==> config.mk <==
export PLATFORM = sky130hd
export DESIGN_NAME = dcfg_regs
export DESIGN_NICKNAME = d
export VERILOG_FILES = /design/src/pkg/dcfg_pkg.sv /design/src/hw/dcfg_regs.sv
export SDC_FILE = /design/constraint.sdc
export NUM_CORES = 1
export LEC_CHECK = 0
export BUFFER_PORTS_ARGS = -buffer_cell sky130_fd_sc_hd__buf_2
export CAP_MARGIN = 5
export CORE_UTILIZATION = 30
export CTS_BUF_LIST = sky130_fd_sc_hd__clkbuf_8
export DETAILED_ROUTE_END_ITERATION = 7
export PLACE_DENSITY_LB_ADDON = 0.05
export SLEW_MARGIN = 40
export SYNTH_ARGS = -nofsm -noshare
export SYNTH_HDL_FRONTEND = slang
export SYNTH_SLANG_ARGS = --single-unit
==> constraint.sdc <==
create_clock -name i_clk -period 5 [get_ports i_clk]
set_input_delay 0.75 -clock i_clk [delete_from_list [all_inputs] [get_ports i_clk]]
set_output_delay 0.75 -clock i_clk [all_outputs]
set_load 0.01 [all_outputs]
==> src/pkg/dcfg_pkg.sv <==
// Constants for the converter device configuration register group.
// Function
// Serial setup bit 7 set makes the serial data pin bidirectional.
// Serial setup bit 6 selects LSB-first, clear selects MSB-first transfers.
// Serial setup bit 5 holds the device in reset until written back low.
// Power bit 7 powers down the in-phase channel; resets to zero.
// Power bit 6 powers down the quadrature channel; resets to zero.
// Power bit 5 powers down the data receiver; no samples accepted.
// Power bit 4 powers down the temperature converter; resets to one.
// Format bit 7 selects straight binary input, clear selects two's complement.
// Format bit 6 selects quadrature sample first in each pair.
// Format bit 5 reverses the input data port bit order.
// Format bits 1:0 select word or byte width; codes 10, 11 invalid.
// Enable bits 7 and 6 gate PLL lock lost and locked events.
// Enable bits 5 and 4 gate sync lost and sync achieved events.
// Enable bits 1 and 0 gate first and second FIFO warnings.
// Each event flag stays latched until software writes one to it.
// FIFO warnings rise when pointers differ by one and by two.
// PLL lock lost latches when a previously locked PLL drops lock.
// Interrupt output is high while any enabled event flag is set.
`default_nettype none
package dcfg_pkg;
	// ----------------------------------------
	// Register offsets
	// ----------------------------------------
	localparam logic [6:0] DCFG_OFS_SPSET = 7'h00;
	localparam logic [6:0] DCFG_OFS_PWR = 7'h01;
	localparam logic [6:0] DCFG_OFS_FMT = 7'h03;
	localparam logic [6:0] DCFG_OFS_IEN = 7'h04;
	localparam logic [6:0] DCFG_OFS_FLAG = 7'h06;
	// ----------------------------------------
	// Field positions
	// ----------------------------------------
	localparam int DCFG_B_SDIO_BIDIR = 7;
	localparam int DCFG_B_LSB_FIRST = 6;
	localparam int DCFG_B_SOFT_RST = 5;
	localparam int DCFG_B_PD_I = 7;
	localparam int DCFG_B_PD_Q = 6;
	localparam int DCFG_B_PD_RX = 5;
	localparam int DCFG_B_PD_AUX = 4;
	localparam int DCFG_B_BINARY = 7;
	localparam int DCFG_B_Q_FIRST = 6;
	localparam int DCFG_B_MSB_SWAP = 5;
	localparam int DCFG_B_LOCK_LOST = 7;
	localparam int DCFG_B_LOCKED = 6;
	localparam int DCFG_B_SYNC_LOST = 5;
	localparam int DCFG_B_SYNC_OK = 4;
	localparam int DCFG_B_FIFO_W1 = 1;
	localparam int DCFG_B_FIFO_W2 = 0;
	localparam int DCFG_BYTE_W = 7;
	// ----------------------------------------
	// Writable masks, reset values, width codes and transfer bit counts
	// ----------------------------------------
	localparam logic [7:0] DCFG_MSK_SPSET = 8'hE0;
	localparam logic [7:0] DCFG_MSK_PWR = 8'hF0;
	localparam logic [7:0] DCFG_MSK_FMT = 8'hE3;
	localparam logic [7:0] DCFG_MSK_IEN = 8'hF3;
	localparam logic [7:0] DCFG_RST_SPSET = 8'h00;
	localparam logic [7:0] DCFG_RST_PWR = 8'h10;
	localparam logic [7:0] DCFG_RST_FMT = 8'h00;
	localparam logic [7:0] DCFG_RST_IEN = 8'h00;
	localparam logic [1:0] DCFG_WID_WORD = 2'h0;
	localparam logic [1:0] DCFG_WID_BYTE = 2'h1;
	localparam logic [3:0] DCFG_CNT_LAST_INSTR = 4'h7;
	localparam logic [3:0] DCFG_CNT_LAST_DATA = 4'hF;
	localparam logic [3:0] DCFG_CNT_DATA0 = 4'h8;
endpackage
`default_nettype wire

==> src/hw/dcfg_regs.sv <==
// Device configuration registers behind the 4-wire serial port.
`timescale 1ns/1ps
`default_nettype none
module dcfg_regs import dcfg_pkg::*; #(
	parameter int DW = 14,
	parameter int PW = 3
) (
	input wire logic i_clk,
	input wire logic i_rst,
	input wire logic i_ce,
	input wire logic i_sclk,
	input wire logic i_cs_n,
	input wire logic i_sdio_in,
	output logic o_sdo,
	output logic o_sdio_out,
	output logic o_sdio_oe,
	input wire logic i_pll_locked,
	input wire logic i_sync_locked,
	input wire logic [PW-1:0] i_fifo_rd_ptr,
	input wire logic [PW-1:0] i_fifo_wr_ptr,
	input wire logic [DW-1:0] i_rx_data,
	input wire logic i_rx_valid,
	output logic [DW-1:0] o_rx_data,
	output logic o_rx_valid,
	output logic o_soft_reset,
	output logic o_pwrdn_i,
	output logic o_pwrdn_q,
	output logic o_pwrdn_rx,
	output logic o_pwrdn_aux,
	output logic o_q_first,
	output logic [1:0] o_bus_width,
	output logic o_irq
);
	// ----------------------------------------
	// State
	// ----------------------------------------
	typedef struct packed {
		logic sclk_m;
		logic sclk_q;
		logic sclk_d;
		logic cs_m;
		logic cs_q;
		logic sdi_m;
		logic sdi_q;
		logic [3:0] cnt;
		logic [7:0] sh;
		logic [7:0] instr;
		logic [7:0] rdat;
		logic sdo;
		logic sdo_oe;
		logic [7:0] spset;
		logic [7:0] pwr;
		logic [7:0] fmt;
		logic [7:0] ien;
		logic [7:0] flags;
		logic pll_q;
		logic sync_q;
		logic irq;
		logic [DW-1:0] rx_data;
		logic rx_valid;
	} dcfg_state_t;

	localparam dcfg_state_t ST_RST = '{
		sclk_m: 1'b0, sclk_q: 1'b0, sclk_d: 1'b0,
		cs_m: 1'b1, cs_q: 1'b1, sdi_m: 1'b0, sdi_q: 1'b0,
		cnt: 4'h0, sh: 8'h00, instr: 8'h00, rdat: 8'h00,
		sdo: 1'b0, sdo_oe: 1'b0,
		spset: DCFG_RST_SPSET, pwr: DCFG_RST_PWR, fmt: DCFG_RST_FMT,
		ien: DCFG_RST_IEN, flags: 8'h00,
		pll_q: 1'b0, sync_q: 1'b0, irq: 1'b0,
		rx_data: '0, rx_valid: 1'b0
	};

	dcfg_state_t st_r;
	dcfg_state_t st_nxt;

	function automatic logic [7:0] rev8(input logic [7:0] v);
		logic [7:0] r;
		r = 8'h00;
		for (int k = 0; k < 8; k++) begin
			r[k] = v[7-k];
		end
		return r;
	endfunction

	// Byte mode uses only the low lanes, so the swap and the sign bit follow the width.
	function automatic logic [DW-1:0] rx_map(input logic [DW-1:0] v, input logic [7:0] f);
		logic [DW-1:0] r;
		r = v;
		if (f[DCFG_B_MSB_SWAP]) begin
			for (int k = 0; k < DW; k++) begin
				if (f[1:0] == DCFG_WID_BYTE) begin
					r[k] = (k < DCFG_BYTE_W) ? v[DCFG_BYTE_W-1-k] : 1'b0;
				end else begin
					r[k] = v[DW-1-k];
				end
			end
		end
		if (f[DCFG_B_BINARY]) begin
			if (f[1:0] == DCFG_WID_BYTE) begin
				r[DCFG_BYTE_W-1] = ~r[DCFG_BYTE_W-1];
			end else begin
				r[DW-1] = ~r[DW-1];
			end
		end
		return r;
	endfunction

	// ----------------------------------------
	// Next state
	// ----------------------------------------
	logic sclk_rise;
	logic sclk_fall;
	logic [7:0] byte_in;
	logic [7:0] shifted;
	logic [7:0] flag_set;
	logic [7:0] flag_clr;
	logic [7:0] wdat;
	logic [6:0] wadr;
	logic wr_en;
	logic [PW-1:0] pdiff;
	logic [2:0] oidx;

	always_comb begin
		st_nxt = st_r;
		wr_en = 1'b0;
		wadr = st_r.instr[6:0];
		flag_clr = 8'h00;
		st_nxt.sclk_m = i_sclk;
		st_nxt.sclk_q = st_r.sclk_m;
		st_nxt.sclk_d = st_r.sclk_q;
		st_nxt.cs_m = i_cs_n;
		st_nxt.cs_q = st_r.cs_m;
		st_nxt.sdi_m = i_sdio_in;
		st_nxt.sdi_q = st_r.sdi_m;
		sclk_rise = st_r.sclk_q & ~st_r.sclk_d;
		sclk_fall = ~st_r.sclk_q & st_r.sclk_d;
		shifted = {st_r.sh[6:0], st_r.sdi_q};
		byte_in = st_r.spset[DCFG_B_LSB_FIRST] ? rev8(shifted) : shifted;
		wdat = byte_in;
		oidx = 3'(st_r.cnt - DCFG_CNT_DATA0);
		if (st_r.cs_q) begin
			st_nxt.cnt = 4'h0;
			st_nxt.sdo_oe = 1'b0;
		end else begin
			if (sclk_rise) begin
				st_nxt.sh = shifted;
				st_nxt.cnt = 4'(st_r.cnt + 4'h1);
				if (st_r.cnt == DCFG_CNT_LAST_INSTR) begin
					st_nxt.instr = byte_in;
					unique case (byte_in[6:0])
						DCFG_OFS_SPSET: st_nxt.rdat = st_r.spset;
						DCFG_OFS_PWR: st_nxt.rdat = st_r.pwr;
						DCFG_OFS_FMT: st_nxt.rdat = st_r.fmt;
						DCFG_OFS_IEN: st_nxt.rdat = st_r.ien;
						DCFG_OFS_FLAG: st_nxt.rdat = st_r.flags;
						default: st_nxt.rdat = 8'h00;
					endcase
				end
				if (st_r.cnt == DCFG_CNT_LAST_DATA) begin
					wr_en = ~st_r.instr[7];
				end
			end
			if (sclk_fall && st_r.cnt[3] && st_r.instr[7]) begin
				st_nxt.sdo = st_r.spset[DCFG_B_LSB_FIRST] ? st_r.rdat[oidx] : st_r.rdat[3'h7 - oidx];
				st_nxt.sdo_oe = st_r.spset[DCFG_B_SDIO_BIDIR];
			end
		end
		// ----------------------------------------
		// Register writes
		// ----------------------------------------
		if (wr_en) begin
			unique case (wadr)
				DCFG_OFS_SPSET: st_nxt.spset = wdat & DCFG_MSK_SPSET;
				DCFG_OFS_PWR: st_nxt.pwr = wdat & DCFG_MSK_PWR;
				DCFG_OFS_FMT: begin
					// An invalid width code is dropped and the old width kept.
					st_nxt.fmt = wdat & DCFG_MSK_FMT;
					if (wdat[1]) begin
						st_nxt.fmt[1:0] = st_r.fmt[1:0];
					end
				end
				DCFG_OFS_IEN: st_nxt.ien = wdat & DCFG_MSK_IEN;
				DCFG_OFS_FLAG: flag_clr = wdat & DCFG_MSK_IEN;
				default: st_nxt.spset = st_nxt.spset;
			endcase
		end
		// ----------------------------------------
		// Event flags
		// ----------------------------------------
		st_nxt.pll_q = i_pll_locked;
		st_nxt.sync_q = i_sync_locked;
		pdiff = PW'(i_fifo_wr_ptr - i_fifo_rd_ptr);
		flag_set = 8'h00;
		flag_set[DCFG_B_LOCK_LOST] = st_r.pll_q & ~i_pll_locked;
		flag_set[DCFG_B_LOCKED] = ~st_r.pll_q & i_pll_locked;
		flag_set[DCFG_B_SYNC_LOST] = st_r.sync_q & ~i_sync_locked;
		flag_set[DCFG_B_SYNC_OK] = ~st_r.sync_q & i_sync_locked;
		flag_set[DCFG_B_FIFO_W1] = (pdiff == PW'(1));
		flag_set[DCFG_B_FIFO_W2] = (pdiff == PW'(2));
		// A new event wins over a clear in the same cycle.
		st_nxt.flags = (st_r.flags & ~flag_clr) | flag_set;
		// ----------------------------------------
		// Soft reset holds the power, format, enable and flag registers at defaults
		// ----------------------------------------
		if (st_nxt.spset[DCFG_B_SOFT_RST]) begin
			st_nxt.pwr = DCFG_RST_PWR;
			st_nxt.fmt = DCFG_RST_FMT;
			st_nxt.ien = DCFG_RST_IEN;
			st_nxt.flags = 8'h00;
		end
		st_nxt.irq = |(st_nxt.flags & st_nxt.ien);
		// ----------------------------------------
		// Sample path
		// ----------------------------------------
		st_nxt.rx_valid = i_rx_valid & ~st_r.pwr[DCFG_B_PD_RX] & ~st_r.spset[DCFG_B_SOFT_RST];
		if (st_nxt.rx_valid) begin
			st_nxt.rx_data = rx_map(i_rx_data, st_r.fmt);
		end
	end

	always_ff @(posedge i_clk or posedge i_rst) begin
		if (i_rst) begin
			st_r <= ST_RST;
		end else if (i_ce) begin
			st_r <= st_nxt;
		end
	end

	// ----------------------------------------
	// Outputs
	// ----------------------------------------
	assign o_sdo = st_r.sdo;
	assign o_sdio_out = st_r.sdo;
	assign o_sdio_oe = st_r.sdo_oe;
	assign o_rx_data = st_r.rx_data;
	assign o_rx_valid = st_r.rx_valid;
	assign o_soft_reset = st_r.spset[DCFG_B_SOFT_RST];
	assign o_pwrdn_i = st_r.pwr[DCFG_B_PD_I];
	assign o_pwrdn_q = st_r.pwr[DCFG_B_PD_Q];
	assign o_pwrdn_rx = st_r.pwr[DCFG_B_PD_RX];
	assign o_pwrdn_aux = st_r.pwr[DCFG_B_PD_AUX];
	assign o_q_first = st_r.fmt[DCFG_B_Q_FIRST];
	assign o_bus_width = st_r.fmt[1:0];
	assign o_irq = st_r.irq;
endmodule
`default_nettype wire

Yosys cells after proc, flatten, opt, wreduce, memory -nomap -nowiden --
Cells that the tools add are included.
Cells by class: add/sub/neg operators 4, multipliers 0, div/mod/pow operators 0, order comparisons 2, equal/unequal tests 14, shifts and indexed selects 0, mux-type cells 44, bitwise operators 24, reduce and logical (&&, ||, !) cells 20
Operators by type and width (count):
- $mux W8 | 6
- $pmux W8 S5 | 1
- $mux W32 | 1
- $mux W30 | 1
- $eq A7 B3 Y1 const B | 4
- $mux W14 | 2
- $mux W28 | 1
- $mux W1 | 26
- $and A8 B8 Y8 | 2
- $mux W16 | 1
- $reduce_and A3 Y1 | 5
- $eq A7 B1 Y1 const B | 2
- $eq A7 B2 Y1 const B | 2
- $logic_not A7 Y1 | 2
- $not A1 Y1 | 12
- $reduce_bool A2 Y1 | 5
- $and A1 B1 Y1 | 8
- $lt A3 B4 Y1 const B | 2
- $not A8 Y8 | 1
- $or A8 B8 Y8 | 1
- $reduce_and A4 Y1 | 2
- $reduce_or A8 Y1 | 1
- $bmux W1 S3 | 2
- $mux W6 | 1
- other kinds (14) | 17
Storage, ports and cells: bits in registers 90, latch bits 0, RAM bits 0, memory bits (read-only) 0, output and inout bits 27, memories 0

Logic depth before layout (Yosys ltp) --
depth after elaboration 11, mapped depth 10, gate-level depth less buffers 10

Least setup slack after synthesis --
OpenSTA, ideal clock, no wires.
path type input-to-reg, start point input i_fifo_wr_ptr[0], end point register st_r, in the netlist o_irq, setup time 82 ps, data arrival time 2403 ps, slack 2515 ps, cell stages on the path 9, buffers on the path 0, path through inv_1 ha_1 inv_1 fa_1 xnor3_1 or3_1 a221oi_1 nor4_1 o22ai_1
On the way: cells in the longest elaborated chain, start to end 6
RTL lines:
- start, declared | line dcfg_regs.sv:20 | input wire logic [PW-1:0] i_fifo_wr_ptr,
- $sub A3 B3 Y3 (*) | line dcfg_regs.sv:193 | pdiff = PW'(i_fifo_wr_ptr - i_fifo_rd_ptr);
- $eq A3 B2 Y1 or $eq A3 B1 Y1 (tied branches) | line dcfg_regs.sv:200, dcfg_regs.sv:199
- $or A8 B8 Y8 (*) | line dcfg_regs.sv:202 | st_nxt.flags = (st_r.flags & ~flag_clr) | flag_set;
- $mux W32 (*) | line dcfg_regs.sv:206 | if (st_nxt.spset[DCFG_B_SOFT_RST]) begin
- $and A8 B8 Y8 (*) | line dcfg_regs.sv:212 | st_nxt.irq = |(st_nxt.flags & st_nxt.ien);
- $reduce_or A8 Y1 (*) | line dcfg_regs.sv:212
- end signal, assigned | line dcfg_regs.sv:226 | st_r <= st_nxt;
- end, declared | line dcfg_regs.sv:74 | dcfg_state_t st_r;
Mark *: on every way between the ends. The rest lies on a longest branch, timed or not. A chain may end at the register's enable or synchronous reset.

Final worst setup path --
start point register st_r[84] in the netlist's numbering, end point register st_r, in the netlist o_irq
On the way: cells in the longest elaborated chain, start to end 11
RTL lines:
- $eq A4 B4 Y1 (*) | line dcfg_regs.sv:160 | if (st_r.cnt == DCFG_CNT_LAST_DATA) begin
- $mux W1 (*) | line dcfg_regs.sv:160
- $mux W1 (*) | line dcfg_regs.sv:146 | if (sclk_rise) begin
- $mux W1 (*) | line dcfg_regs.sv:142 | if (st_r.cs_q) begin
- $mux W8 | line dcfg_regs.sv:172 | if (wr_en) begin
- $not A8 Y8 | line dcfg_regs.sv:202
- $and A8 B8 Y8 | line dcfg_regs.sv:202
- $or A8 B8 Y8 | line dcfg_regs.sv:202
- $mux W32 (*) | line dcfg_regs.sv:206
- $and A8 B8 Y8 (*) | line dcfg_regs.sv:212
- $reduce_or A8 Y1 (*) | line dcfg_regs.sv:212
Mark *: on every way between the ends. The rest lies on a longest branch, timed or not. The select of a mux whose other input is x is not followed.

==> run_results.csv <==
group,metric,value,unit
critical_path,crit_fanout,11,
clocking,cts_setup_buffers,0,
clocking,cts_tree,"done",
critical_path,cp.required,5.24,ns
place,dp_hpwl,8350,µm
power,vdd_ir_drop_max,0.183,mV
floorplanning,io_pins,56,
floorplanning,die_h,124,µm
clocking,ctsLongestPathBuffers,2,
sta,fmax,0.376,GHz
sta,final_max_slew_viol_count,0,
clocking,clk_latency,0.38,ns
logic_synthesis,yosysUniqueCellTypes,59,
power,power.share.switching,30.4,%
place,port_buffers,54,
critical_path,timing.rr.end,"o_irq",
floorplanning,die-area,15400,µm²
final_layout,nNetsFinal,503,
critical_path,reg2regPathDepth,7,
critical_path,arrival,2.90,ns
floorplanning,start_util,30.7,%
detailed_routing,post_drt_wl_per_cell,17.6,µm
run_status,status,"completed",
logic_synthesis,synth_nets,468,
floorplanning,floorplan.core_area,14500,µm²
power,p_sw,537,µW
critical_path,reg2reg_slack,2.34,ns
logic_synthesis,synthCells,436,
logic_synthesis,syn_area,4460,µm²
clocking,cts-buffers-inserted,9,
final_layout,drive_above_1_share,25.2,%
global_route,grt_pass1_vias,3243,
global_route,antenna_found_initial,1,
sta,finalCritPeriodShare,53.1,%
detailed_routing,drtPass1Iterations,4,
global_route,overflow,0,
critical_path,start_kind,"register",
worst_hold_path,hp-class,"in2async",
sta,clock_skew,0.0121,ns
sta,finalSetupViolCount,0,
clocking,cts_hold_buf,0,
logic_synthesis,synth_edf_count,0,
critical_path,r2r_start,"st_r[84]",
power,p_int,1.23,mW
global_route,grt_pass1_wl,18300,µm
logic_synthesis,syn_avg_cell_area,10.2,µm²
logic_synthesis,synth_seq_cells,81,
place,pre_cts_slack,2.20,ns
sta,worst_pin_slew,0.706,ns
power,p_leak,2.24,nW
clocking,cts_max_level,3,
clocking,clkTransAtPathRegs,0.09,ns
sta,finalSetupTns,0,ns
clocking,clkSinkCount,81,
power,cellPowerDensity,349,nW/µm²
power,p_seq_share,43.6,%
detailed_routing,vias,3310,
critical_path,endpoint,"o_irq",
run,maxCapViolCount,0,
logic_synthesis,ys_seq_area_share,45.5,%
power,power.share.clock,34.7,%
critical_path,crit_start,"st_r[84]",
global_route,grt_start_max_net_pins,44,
detailed_routing,ant_nets,0,
detailed_routing,drt_iter0_markers,142,
critical_path,critPathCaptureType,"register",
sta,hold_ws,0.367,ns
final_layout,antenna_cells,0,
place,gp_congestion,0.774,
global_route,grt_usage,16.5,%
final_layout,area.growth.synth_to_final,13.5,%
clocking,cts_resized,0,
clocking,clockRootBuffer,"clkbuf_8",
detailed_routing,drc_errors,0,
logic_synthesis,ys_warn_count,0,
power,finalPower,1.77,mW
sta,fin_ws,2.34,ns
sta,hold_violations,0,
detailed_routing,routed_wl,11600,µm
power,combPwrFrac,21.7,%
sta,post-route-min-period,2.66,ns
sta,rsz0062_at_grt,"no",
logic_synthesis,synthFlopType,"dfrtp_1",
floorplanning,die_x,124,µm
critical_path,worstSetupPathType,"reg2reg",
sta,maxSlewHeadroom,52.9,%
floorplanning,rows,44,
logic_synthesis,ys_async_sr_fraction,100,%
detailed_routing,post_drt_via_cell_ratio,5.02,
kinds of logic (layout without fill, tap and decap cells):
group           after synthesis  after routing  share of synthesized area, %
flops                        81             81                          45.5
simple gates                124            124                          15.2
xor+xnor                      1              1                         0.505
other cells                   1              1                        0.0840
mux                          61             61                          16.7
buf+inv                      57             97                          6.65
compound gates              108            108                          14.3
fa+ha+maj                     3              3                          1.01
cell usage after synthesis, drive strengths merged, types with 2 or more instances:
master	count	share of area [%]
nor4	2	0.62
nand4	3	0.76
nand3	2	0.22
mux2	26	6.6
a22o	4	0.79
inv	17	1.4
and3b	2	0.39
and4b	2	0.45
o211ai	2	0.34
o22ai	9	1.3
dfstp	3	1.8
mux2i	30	7.7
buf	29	4.3
nand2b	5	0.76
nand2	45	3.8
dfrtp	78	44
and4	2	0.39
clkbuf	11	0.93
ha	2	0.56
a32o	3	0.67
nor2	28	2.4
nor3b	3	0.50
o21ai	50	5.6
a221oi	3	0.59
o2bb2ai	2	0.39
mux4	5	2.5
nor3	3	0.34
nand4b	2	0.39
and2	7	0.98
a21oi	28	3.3
nor2b	11	1.5
flip-flops by register name, summed over array words and instances, names as in the netlist:
name and cells:
o_irq 1, shifted 8, st_r 44, st_nxt 4
o_sdio_out 1, o_rx_valid 1, o_pwrdn_aux 1, o_pwrdn_i 1
o_rx_data 14, o_pwrdn_q 1, o_pwrdn_rx 1, o_q_first 1
o_sdio_oe 1, o_bus_width 1, o_soft_reset 1
how the worst min path moves through the flow:
stage                         endpoint    startpoint  cells after the start
after floorplan           o_rx_data[0]  o_rx_data[0]                      2
after global placement    o_rx_data[3]  o_rx_data[3]                      2
after detailed placement  o_rx_data[4]  o_rx_data[4]                      2
after CTS                     st_r[87]         i_rst                      2
after global routing         o_sdio_oe         i_rst                      2
final                        o_sdio_oe         i_rst                      2
layout make-up:
type,count,area (µm²)
sequential,81,2030
inverter,17,68.8
multi-input combinational,298,2130
timing repair buffer,64,345
clock inverter,5,103
tap,184,230
fill,1515,9470
clock buffer,11,151
stage by stage:
| step | cell area, µm² | instances | utilization, % |
|---|---|---|---|
| global placement | 4790 | 642 | 33.0 |
| CTS | 5060 | 660 | 34.8 |
| floorplan | 4460 | 436 | - |
| detailed placement | 4810 | 644 | 33.1 |
| global route | 5060 | 660 | 34.8 |
| finish | 5060 | 660 | 34.8 |
layer usage:
| layer | routed length (µm) | share of wire [%] | global-route usage [%] |
|---|---|---|---|
| met3 | 366 | 3.2 | 4.08 |
| met5 | 0 | 0 | 0 |
| met2 | 5570 | 48 | 27.0 |
| met1 | 5540 | 48 | 21.6 |
| met4 | 120 | 1.0 | 4.46 |
critical path, stage by stage (launching register included):
cell and delay (ns):
dfrtp_1 0.53, ha_1 0.22, and3b_1 0.37, nand4_1 0.48, o32ai_1 0.40, o21ai_0 0.11
a221oi_1 0.31, o22ai_1 0.11
power groups by stage:
stage	Sequential, mW	Clock, mW	Combinational, mW
finish	0.771	0.615	0.384
global route	0.784	0.665	0.419
CTS	0.772	0.637	0.389
detailed placement	0.784	0	0.388
global placement	0.786	0	0.387
floorplan	0.767	0	0.280
cells in the final DEF (no fill, tap or decap), types with 4 or more instances in the layout:
cell	count
buf_2	54
mux4_2	5
mux2_1	6
o22ai_1	9
mux2_2	20
mux2i_1	26
buf_4	10
nand2b_1	4
clkbuf_8	11
o21ai_0	49
a22o_1	4
nand2_1	44
nor2b_1	11
dfrtp_1	78
a21oi_1	26
and2_1	7
nor2_1	28
inv_1	17
(Power assumes the default switching activity.)
